===== src/shared/reset_seq_pkg.sv =====
// Purpose: Shared constants and types for the reset source sequencer.
// Assumes: One system clock; the watchdog oscillator arrives as a plain pin level.
// Notes:   Every count and index lives here, and the values after reset of the counters, pins and outputs.
//
// Operation
// In run or halt mode, a power-on or brownout condition forces full system reset.
// In run or halt mode, watchdog time-out resets only when configured for reset.
// Reset pin low forces full system reset in every operating mode.
// Debugger control bit 0 set resets everything except the on-chip debugger.
// In stop mode only supply, reset pin and debug pin low cause reset.
// Supply above threshold enables power-on counter of 66 watchdog oscillator cycles.
// After that, a second counter counts 16 system clocks before it expires.
// System stays in reset until supply is good and both counters expire.
// Leaving power-on reset releases the core to fetch its reset vector.
// After power-on reset the power-on status flag reads as 1.
// Supply-good is a synchronized input; counters restart from zero when it drops.

package reset_seq_pkg;

    // Power-on counter: cycles of the watchdog oscillator before it expires.
    localparam int unsigned POR_OSC_CYCLES  = 66;
    localparam int unsigned POR_CNT_W       = 7;
    localparam logic [6:0]  POR_CNT_LAST    = 7'(POR_OSC_CYCLES - 1);
    localparam logic [6:0]  POR_CNT_RST     = 7'h00;

    // Clock settle counter: system clock pulses after the power-on counter.
    localparam int unsigned SETTLE_CLKS     = 16;
    localparam int unsigned SETTLE_CNT_W    = 5;
    localparam logic [4:0]  SETTLE_CNT_LAST = 5'(SETTLE_CLKS - 1);
    localparam logic [4:0]  SETTLE_CNT_RST  = 5'h00;

    // Bit positions of the pins that pass the synchroniser.
    localparam int unsigned SYNC_SUPPLY     = 0;
    localparam int unsigned SYNC_OSC        = 1;
    localparam int unsigned SYNC_PIN        = 2;
    localparam int unsigned SYNC_DBG        = 3;
    localparam int unsigned SYNC_W          = 4;
    // Idle levels: supply not yet good, oscillator low, both active-low pins high.
    localparam logic [3:0]  SYNC_RST_VAL    = 4'hC;

    // Operating mode reported by the power management logic.
    typedef enum logic [1:0] {
        MODE_RUN  = 2'b00,
        MODE_HALT = 2'b01,
        MODE_STOP = 2'b10,
        MODE_RSVD = 2'b11
    } op_mode_e;

    // Sequencer states.
    typedef enum logic [1:0] {
        ST_SUPPLY_LOW = 2'b00,
        ST_POR_COUNT  = 2'b01,
        ST_SETTLE     = 2'b10,
        ST_RUN        = 2'b11
    } seq_state_e;

    // Requests and controls from logic on the system clock.
    typedef struct packed {
        logic wdt_timeout;       // Watchdog time-out event.
        logic wdt_reset_mode;    // Watchdog configured to reset, not interrupt.
        logic debugger_reset;    // Bit 0 of debugger_control_register.
        logic por_flag_clr;      // Software clears the power-on status flag.
    } reset_req_s;

    // Reset outputs, all from flip-flops.
    typedef struct packed {
        logic system_reset;      // Peripherals held in reset.
        logic core_reset;        // Processor core held in reset.
        logic debugger_reset;    // On-chip debugger held in reset.
        logic core_release;      // One-cycle pulse: core starts its reset vector fetch.
        logic por_status;        // Power-on status flag of watchdog_control_register.
    } reset_out_s;

    localparam reset_out_s RESET_OUT_RST = '{1'b1, 1'b1, 1'b1, 1'b0, 1'b0};

endpackage : reset_seq_pkg


===== src/logic/pin_sync.sv =====
// Purpose: Two flip-flop synchroniser for a group of pins.
// Assumes: Each bit is an independent level; no bus coherence across bits.
// Notes:   The first stage is read only by the second stage.

`timescale 1ns/1ps
`default_nettype none

module pin_sync #(
    parameter int unsigned         W       = 1,
    parameter logic [W-1:0]        RST_VAL = '0
) (
    input  wire logic              sys_clk,
    input  wire logic              sys_rst,
    input  wire logic [W-1:0]      pin_in,
    output var  logic [W-1:0]      pin_sync_out
);

    // One pair of flops per bit, each with its own idle value.
    for (genvar i = 0; i < W; i++) begin : g_bit
        logic meta_q;
        logic meta_d;
        logic stable_q;
        logic stable_d;

        always_comb begin
            meta_d   = pin_in[i];
            stable_d = meta_q;
        end

        always_ff @(posedge sys_clk or posedge sys_rst) begin
            if (sys_rst) begin
                meta_q   <= RST_VAL[i];
                stable_q <= RST_VAL[i];
            end else begin
                meta_q   <= meta_d;
                stable_q <= stable_d;
            end
        end

        assign pin_sync_out[i] = stable_q;
    end

endmodule : pin_sync

`default_nettype wire


===== src/logic/reset_source_sequencer.sv =====
// Purpose: Gathers reset sources and sequences the power-on release of the core.
// Assumes: Supply-good, watchdog oscillator, reset pin and debug pin are asynchronous;
//          mode and requests come from logic on sys_clk.
// Notes:   The watchdog oscillator is sampled, so it must run well below sys_clk/2.

`timescale 1ns/1ps
`default_nettype none

module reset_source_sequencer (
    input  wire logic                      sys_clk,
    input  wire logic                      sys_rst,
    input  wire logic                      supply_good,
    input  wire logic                      wdt_osc,
    input  wire logic                      reset_pin_n,
    input  wire logic                      debug_pin_n,
    input  wire reset_seq_pkg::op_mode_e   op_mode,
    input  wire reset_seq_pkg::reset_req_s req,
    output var  reset_seq_pkg::reset_out_s rst_out
);
    import reset_seq_pkg::*;

    logic [SYNC_W-1:0]        pins_raw;
    logic [SYNC_W-1:0]        pins_s;
    logic                     supply_ok;
    logic                     osc_s;
    logic                     pin_low;
    logic                     dbg_low;
    logic                     stop_mode;
    logic                     full_req;
    logic                     dbg_req;
    logic                     osc_rise;

    seq_state_e               state_q;
    seq_state_e               state_d;
    logic [POR_CNT_W-1:0]     por_cnt_q;
    logic [POR_CNT_W-1:0]     por_cnt_d;
    logic [SETTLE_CNT_W-1:0]  settle_cnt_q;
    logic [SETTLE_CNT_W-1:0]  settle_cnt_d;
    logic                     osc_prev_q;
    logic                     osc_prev_d;
    logic                     por_seq_q;
    logic                     por_seq_d;
    logic                     dbg_only_q;
    logic                     dbg_only_d;
    logic                     release_now;
    reset_out_s               out_q;
    reset_out_s               out_d;

    // All pins pass two flops before any decision looks at them.
    always_comb begin
        pins_raw              = '0;
        pins_raw[SYNC_SUPPLY] = supply_good;
        pins_raw[SYNC_OSC]    = wdt_osc;
        pins_raw[SYNC_PIN]    = reset_pin_n;
        pins_raw[SYNC_DBG]    = debug_pin_n;
    end

    pin_sync #(
        .W       (SYNC_W),
        .RST_VAL (SYNC_RST_VAL)
    ) u_pin_sync (
        .sys_clk      (sys_clk),
        .sys_rst      (sys_rst),
        .pin_in       (pins_raw),
        .pin_sync_out (pins_s)
    );

    // Decoded levels after synchronisation.
    assign supply_ok = pins_s[SYNC_SUPPLY];
    assign osc_s     = pins_s[SYNC_OSC];
    assign pin_low   = ~pins_s[SYNC_PIN];
    assign dbg_low   = ~pins_s[SYNC_DBG];
    assign stop_mode = (op_mode == MODE_STOP);

    // Source selection by operating mode. The reset pin counts in every mode; the
    // debug pin only in stop, the watchdog and debugger only outside stop.
    always_comb begin
        full_req = pin_low;
        dbg_req  = 1'b0;
        if (stop_mode) begin
            full_req = pin_low | dbg_low;
        end else begin
            full_req = pin_low | (req.wdt_timeout & req.wdt_reset_mode);
            dbg_req  = req.debugger_reset;
        end
    end

    // Rising edge of the sampled watchdog oscillator advances the power-on counter.
    // The edge detector reads the second synchroniser stage, never the first.
    always_comb begin
        osc_prev_d = osc_s;
        osc_rise   = osc_s & ~osc_prev_q;
    end

    always_ff @(posedge sys_clk or posedge sys_rst) begin
        if (sys_rst) begin
            osc_prev_q <= 1'b0;
        end else begin
            osc_prev_q <= osc_prev_d;
        end
    end

    // Sequencer. A dropped supply always wins and throws both counters back to zero,
    // so a brownout mid-sequence restarts the whole power-on count.
    always_comb begin
        state_d      = state_q;
        por_cnt_d    = por_cnt_q;
        settle_cnt_d = settle_cnt_q;
        por_seq_d    = por_seq_q;
        dbg_only_d   = dbg_only_q;
        release_now  = 1'b0;
        if (!supply_ok) begin
            state_d      = ST_SUPPLY_LOW;
            por_cnt_d    = POR_CNT_RST;
            settle_cnt_d = SETTLE_CNT_RST;
            por_seq_d    = 1'b1;
            dbg_only_d   = 1'b0;
        end else begin
            unique case (state_q)
                ST_SUPPLY_LOW: begin
                    state_d   = ST_POR_COUNT;
                    por_cnt_d = POR_CNT_RST;
                end
                ST_POR_COUNT: begin
                    if (osc_rise) begin
                        if (por_cnt_q == POR_CNT_LAST) begin
                            state_d      = ST_SETTLE;
                            settle_cnt_d = SETTLE_CNT_RST;
                        end else begin
                            por_cnt_d = por_cnt_q + 7'h01;
                        end
                    end
                end
                ST_SETTLE: begin
                    if (full_req || dbg_req) begin
                        // A source still active holds the count at zero.
                        settle_cnt_d = SETTLE_CNT_RST;
                        dbg_only_d   = dbg_only_q & ~full_req;
                    end else if (settle_cnt_q == SETTLE_CNT_LAST) begin
                        state_d     = ST_RUN;
                        release_now = 1'b1;
                        por_seq_d   = 1'b0;
                        dbg_only_d  = 1'b0;
                    end else begin
                        settle_cnt_d = settle_cnt_q + 5'h01;
                    end
                end
                ST_RUN: begin
                    if (full_req || dbg_req) begin
                        // Non power-on resets reuse the clock settle count as
                        // their minimum reset width.
                        state_d      = ST_SETTLE;
                        settle_cnt_d = SETTLE_CNT_RST;
                        dbg_only_d   = ~full_req;
                    end
                end
            endcase
        end
    end

    always_ff @(posedge sys_clk or posedge sys_rst) begin
        if (sys_rst) begin
            state_q      <= ST_SUPPLY_LOW;
            por_cnt_q    <= POR_CNT_RST;
            settle_cnt_q <= SETTLE_CNT_RST;
            por_seq_q    <= 1'b1;
            dbg_only_q   <= 1'b0;
        end else begin
            state_q      <= state_d;
            por_cnt_q    <= por_cnt_d;
            settle_cnt_q <= settle_cnt_d;
            por_seq_q    <= por_seq_d;
            dbg_only_q   <= dbg_only_d;
        end
    end

    // Outputs are registered from the next state so they change with the state.
    // The status flag: being set on the power-on release wins over a software clear
    // in the same cycle, so the cause of reset is never lost.
    always_comb begin
        out_d                = out_q;
        out_d.system_reset   = (state_d != ST_RUN);
        out_d.core_reset     = (state_d != ST_RUN);
        out_d.debugger_reset = (state_d != ST_RUN) & ~dbg_only_d;
        out_d.core_release   = release_now;
        if (release_now && por_seq_q) begin
            out_d.por_status = 1'b1;
        end else if (req.por_flag_clr) begin
            out_d.por_status = 1'b0;
        end
    end

    always_ff @(posedge sys_clk or posedge sys_rst) begin
        if (sys_rst) begin
            out_q <= RESET_OUT_RST;
        end else begin
            out_q <= out_d;
        end
    end

    assign rst_out = out_q;

endmodule : reset_source_sequencer

`default_nettype wire


===== config.mk =====
export PLATFORM = sky130hd
export DESIGN_NAME = reset_source_sequencer
export DESIGN_NICKNAME = d
export VERILOG_FILES = /design/src/shared/reset_seq_pkg.sv /design/src/logic/pin_sync.sv /design/src/logic/reset_source_sequencer.sv
export SDC_FILE = /design/constraint.sdc
export NUM_CORES = 1
export LEC_CHECK = 0
export BUFFER_PORTS_ARGS = -buffer_cell sky130_fd_sc_hd__buf_2
export CORE_AREA = 2 2 55 57
export CTS_CLUSTER_DIAMETER = 100
export CTS_CLUSTER_SIZE = 14
export DETAILED_ROUTE_END_ITERATION = 8
export DIE_AREA = 0 0 57 59
export PLACE_DENSITY = 0.7
export RECOVER_POWER = 100
export SETUP_SLACK_MARGIN = 0.5
export SYNTH_ARGS = -nofsm -noshare
export SYNTH_HDL_FRONTEND = slang
export SYNTH_SLANG_ARGS = --single-unit

===== constraint.sdc =====
create_clock -name sys_clk -period 1.85 [get_ports sys_clk]
set_clock_uncertainty 0.05 [all_clocks]
set_input_delay 0.0925 -clock sys_clk [delete_from_list [all_inputs] [get_ports sys_clk]]
set_output_delay 0.0925 -clock sys_clk [all_outputs]
set_load 0.03 [all_outputs]

== Word level (Yosys, flattened, before mapping) ==
Cells that the tools add are included.
Operators by class
  equality and inequality tests: 17
  bitwise logic cells: 11
  reduce and logical (&&, ||, !) cells: 7
  $add $sub $neg: 2
  multiplexer cells: 35
Operators with widths (number)
  2-to-1 mux 5 bit: 6
  2-to-1 mux 7 bit: 3
  2-to-1 mux 1 bit: 16
  inequality test 3 bit (second input constant): 5
  case mux 5 bit (3 select lines): 1
  case mux 7 bit (2 select lines): 1
  2-to-1 mux 2 bit: 6
  inequality test 2 bit (second input constant): 4
  inequality test 4 bit (second input constant): 2
  case mux 2 bit (4 select lines): 1
  adder 7 x 1 -> 7 bit (second input constant): 1
  == test 7 bit (second input constant): 1
  == test 2 bit (second input constant): 3
  AND reduction 3 bit: 2
  adder 5 x 1 -> 5 bit (second input constant): 1
  == test 5 x 4 -> 1 bit (second input constant): 1
  NOT 1 bit: 5
  AND reduction 5 bit: 1
  AND 1 bit: 4
  == test 2 x 1 -> 1 bit (second input constant): 1
  zero test 2 bit: 1
  bitwise OR 1 bit: 2
  case mux 1 bit (2 select lines): 1
  nonzero test 2 bit: 1
  2 further kinds: 2
Word-level totals
  register bits after elaboration: 29
  output and inout bits: 5

== Depth between registers and ports, before layout ==
  word-level depth: 10
  depth in mapped cells: 7

== By module ==
Synthesis repeated with hierarchy kept, for this count alone.
Unflattened totals
  cells, all modules: 138
  area total of the unflattened synthesis: 1490.2 um^2
By module, submodules not included
  reset_source_sequencer: cells each 125, sequential area each 529.3 um^2, area each 1251.2 um^2, instances 1
  pin_sync: cells each 13, sequential area each 205.2 um^2, area each 239.0 um^2, instances 1

== Least setup slack after synthesis ==
No wires, ideal clock.
  path type: reg2reg
  start: register por_cnt_q[1]
  end: register settle_cnt_q[0]
  data arrival time: 1.802 ns
  path buffers: 0
  period minus slack after synthesis: 1.973 ns
  required time: 1.679 ns
  cell stages (with the launch flop): 7
  setup slack: -0.123 ns
  cells stage by stage: dfrtp_1 inv_1 ha_1 or4b_4 o311a_4 a31o_4 a22o_1
Between the ends
  cells in the longest elaborated chain, start to end: 3
RTL lines
  from (decl): line reset_source_sequencer.sv:35  | logic [POR_CNT_W-1:0] por_cnt_q;
  from (signal assigned): line reset_source_sequencer.sv:170  | por_cnt_q <= por_cnt_d;
  == test 7 bit: line reset_source_sequencer.sv:126  | if (por_cnt_q == POR_CNT_LAST) begin
  inequality test 3 bit (no line)
  AND reduction 5 bit (no line)
  to (signal assigned): line reset_source_sequencer.sv:171  | settle_cnt_q <= settle_cnt_d;
  to (decl): line reset_source_sequencer.sv:37  | logic [SETTLE_CNT_W-1:0] settle_cnt_q;
Every way passes these cells.
A chain may end at the register's enable or synchronous reset.

== Final worst setup path ==
Ends and elaborated chain as after synthesis.

==> impl_results.md <==
- Total GRT Usage: 0.201
- Setup WS pre-CTS: -0.114 ns
- Crit share post-route: 1.06
- GR Util met3: 0.0677
- Syn nets: 134
- FF+latch count, synth: 29
- Violation count after the first detailed-routing iteration: 18
- Ant. Diodes: 0
- Clock slew at reported path FFs: 0.09 ns
- Starting density of the core: 0.499
- Clock power share: 0.319
- Most common cell after layout, fill and taps aside: dfrtp_1
- Via/cell ratio: 5.71
- Comb pwr share: 0.102
- Die Area: 0.00336 sq mm
- Final Critical Period: 1.97 ns
- Inserted Clock Buffers: 5
- Worst Reg-to-Reg Cells: 6
- Seq/Total Area, Yosys: 0.544
- Worst R2R End: settle_cnt_q[0]
- Layout Utilization: 0.651
- Crit path buf inv count: 1
- Die H: 59 microns
- # nets final: 176
- Final Instance Area: 0.00176 sq mm
- Critical Path RT: 2.03 ns
- Final cell count without fillers: 192
- Static Leak: 0.793 nW
- FMAX: 0.508 GHz
- Slew headroom: 0.455
- Async set-or-reset flop fraction in the synthesized netlist: 1.00
- HP Start: req[1]
- Die width: 57 microns
- Setup violators final: 5
- Setup TNS: -0.425 ns
- Most frequent cells in the layout: dfrtp_1, buf_4, nor2_1, buf_2, inv_1
- Cell family with the largest share of critical-path delay: compound AO/OA/AOI/OAI gates
- Hpwl dp: 2070 microns
- WHS: 0.114 ns
- Core Area: 0.00271 sq mm
- Vias in the first global route: 1160
- Cell count after synthesis: 118
- Met1 Use GR: 0.246
- Failing checks: negative setup slack
- R2r setup slk: -0.12 ns
- Synthesized area: 0.00135 sq mm
- Crit-path max FO: 4
- IR drop worst, VDD: 0.000646 V
- Reg-to-reg critical path startpoint: por_cnt_q[1]
- Warnings, synthesis: 0
- PortBufs: 16
- DR DRC count: 0
- Routed wire length per instance: 15.7 microns
- Root buffer cell: clkbuf_4
- Antenna violations before repair: 0
- Final-layout fill cell count: 222
- Maximum number of pins on one net before global-route repair: 30
- Max Cap Viol: 0
- Hold Path Stages: 4
- Post-synth top flop: dfrtp_1
- DR vias: 1097
- Area grow syn2layout: 30.5%
- Sequential Area: 736 sq um
- WHS Endpoint: por_seq_q
- Slew Limit Fails: 0
- Total power: 1.14 mW
- Synth cell types: 44
- Internal: 849 uW
- Crit Path Class: reg2reg
- Most Crowded Layer GR: met2
- Area occupied by multi-input gates: 652 sq um
- Register share of total power: 0.578
- Switching power: 290 uW
- Crit-path cells: inv_1 > ha_1 > or4b_4 > o311a_4 > a31o_4 > a22o_1
- CP max stage delay: 0.46 ns
- Std-Cell Rows: 19
- Net Sw Frac: 0.255
- Clk sinks: 29
- Final hold vios: 0
- GR Overflow Total: 0
- H-tree lvl count: 2
- Power per cell area: 646 mW/mm^2
- Total length of routed wires: 3010 microns
- Antenna-violating nets left: 0
- First-pass iteration count of the detailed router: 4
- Area after DPL: 0.00161 sq mm
- Global-route wire length before repair: 5060 microns
- Hold Crit Class: in2reg
- Worst-Margin Slew: 0.812 ns
- Worst Setup End Kind: flop
- Layout cells sized above 1: 0.416
- Worst setup margin: -0.117 ns
- Ports: 17
- Startpoint types: flop
- RSZ-0062 raised after global routing: yes
- CTS max path bufs: 2
- Status: finished with violations
- TritonCTS clock tree: built
- CP max-delay cell: or4b_4
- Gpl congestion: 0.830
- Post-synth EDFFs: 0
- Critical path data arrival time: 2.14 ns
- Syn Area/Cell: 11.5 sq um
- Cell total after placement: 176
- Met2 Use GR: 0.335
- Clock Latency Late Sink: 0.33 ns
tightest hold or removal path, stage by stage:
cell     delay [ns]
buf_2          0.12
a21oi_2        0.07
nand2_1        0.07
a21o_1         0.11
power by group through the flow:
stage / Clock [mW] / Combinational (mW) / Sequential (mW)
after floorplan: 0 / 0.0604 / 0.668
after global placement: 0 / 0.101 / 0.669
after detailed placement: 0 / 0.103 / 0.670
after CTS: 0.377 / 0.121 / 0.658
after global routing: 0.399 / 0.128 / 0.660
final: 0.363 / 0.117 / 0.658
timing repair:
action | 4_1_cts | 5_1_grt
gates cloned | 0 | 0
pin swaps | 4 | 3
hold buffers | 6 | 0
resized for setup | 9 | 9
setup endpoints to repair | 20 | 20
endpoints found under the hold margin | 27 | 0
buffers inserted | 1 | 1
flip-flops by register name, summed over array words and instances (netlist names):
| signal | count |
|---|---|
| por_seq_q | 1 |
| state_q | 2 |
| por_cnt_q | 7 |
| settle_cnt_q | 5 |
| u_pin_sync.g_bit.stable_q | 4 |
| osc_prev_q | 1 |
| rst_out | 4 |
| u_pin_sync.g_bit.meta_q | 4 |
| dbg_only_q | 1 |
cell usage after synthesis, types with 2 or more instances:
cell / n / area, sq um
dfrtp_1: 22 / 551
nor2_1: 12 / 45.0
inv_1: 8 / 30.0
dfstp_2: 7 / 184
nand2_1: 6 / 22.5
nand3b_1: 6 / 45.0
a22o_1: 4 / 35.0
ha_1: 4 / 50.1
o21ai_0: 4 / 20.0
a21oi_1: 3 / 15.0
o211ai_1: 3 / 22.5
and3_1: 2 / 12.5
and4_1: 2 / 17.5
clkbuf_1: 2 / 7.51
mux2i_1: 2 / 20.0
nand2b_1: 2 / 12.5
nand3_1: 2 / 10.0
metal layers:
metal,vias to the layer above,wire length [microns]
li1,521,-
met1,537,1390
met2,33,1420
met3,6,147
met4,0,48
met5,-,0
final cells by class:
cell class                 count  area share
clock buffer                   6      0.0234
clock inverter                 2     0.00568
inverter                       8      0.0170
multi-input combinational     78       0.370
sequential                    29       0.417
tap                           31      0.0220
timing repair buffer          38       0.145
worst max path at each step:
stage / from / endpoint / slack (ns) / cells after the start
after detailed placement: por_cnt_q[1] / settle_cnt_q[0] / -0.11 / 6
after floorplan: por_cnt_q[1] / settle_cnt_q[0] / -0.05 / 6
after global placement: por_cnt_q[1] / settle_cnt_q[0] / -0.06 / 6
after CTS: por_cnt_q[1] / settle_cnt_q[0] / -0.12 / 6
final: por_cnt_q[1] / settle_cnt_q[0] / -0.12 / 6
after global routing: por_cnt_q[1] / settle_cnt_q[0] / -0.15 / 6
kinds of logic after synthesis:
kind of cell / synth area share
flip-flops: 0.544
buffers and inverters: 0.0333
AO/OA/AOI/OAI: 0.193
adder cells (fa/ha/maj): 0.0370
AND/OR/NAND/NOR: 0.179
multiplexers: 0.0148
Power figures use the tool's default switching activity.
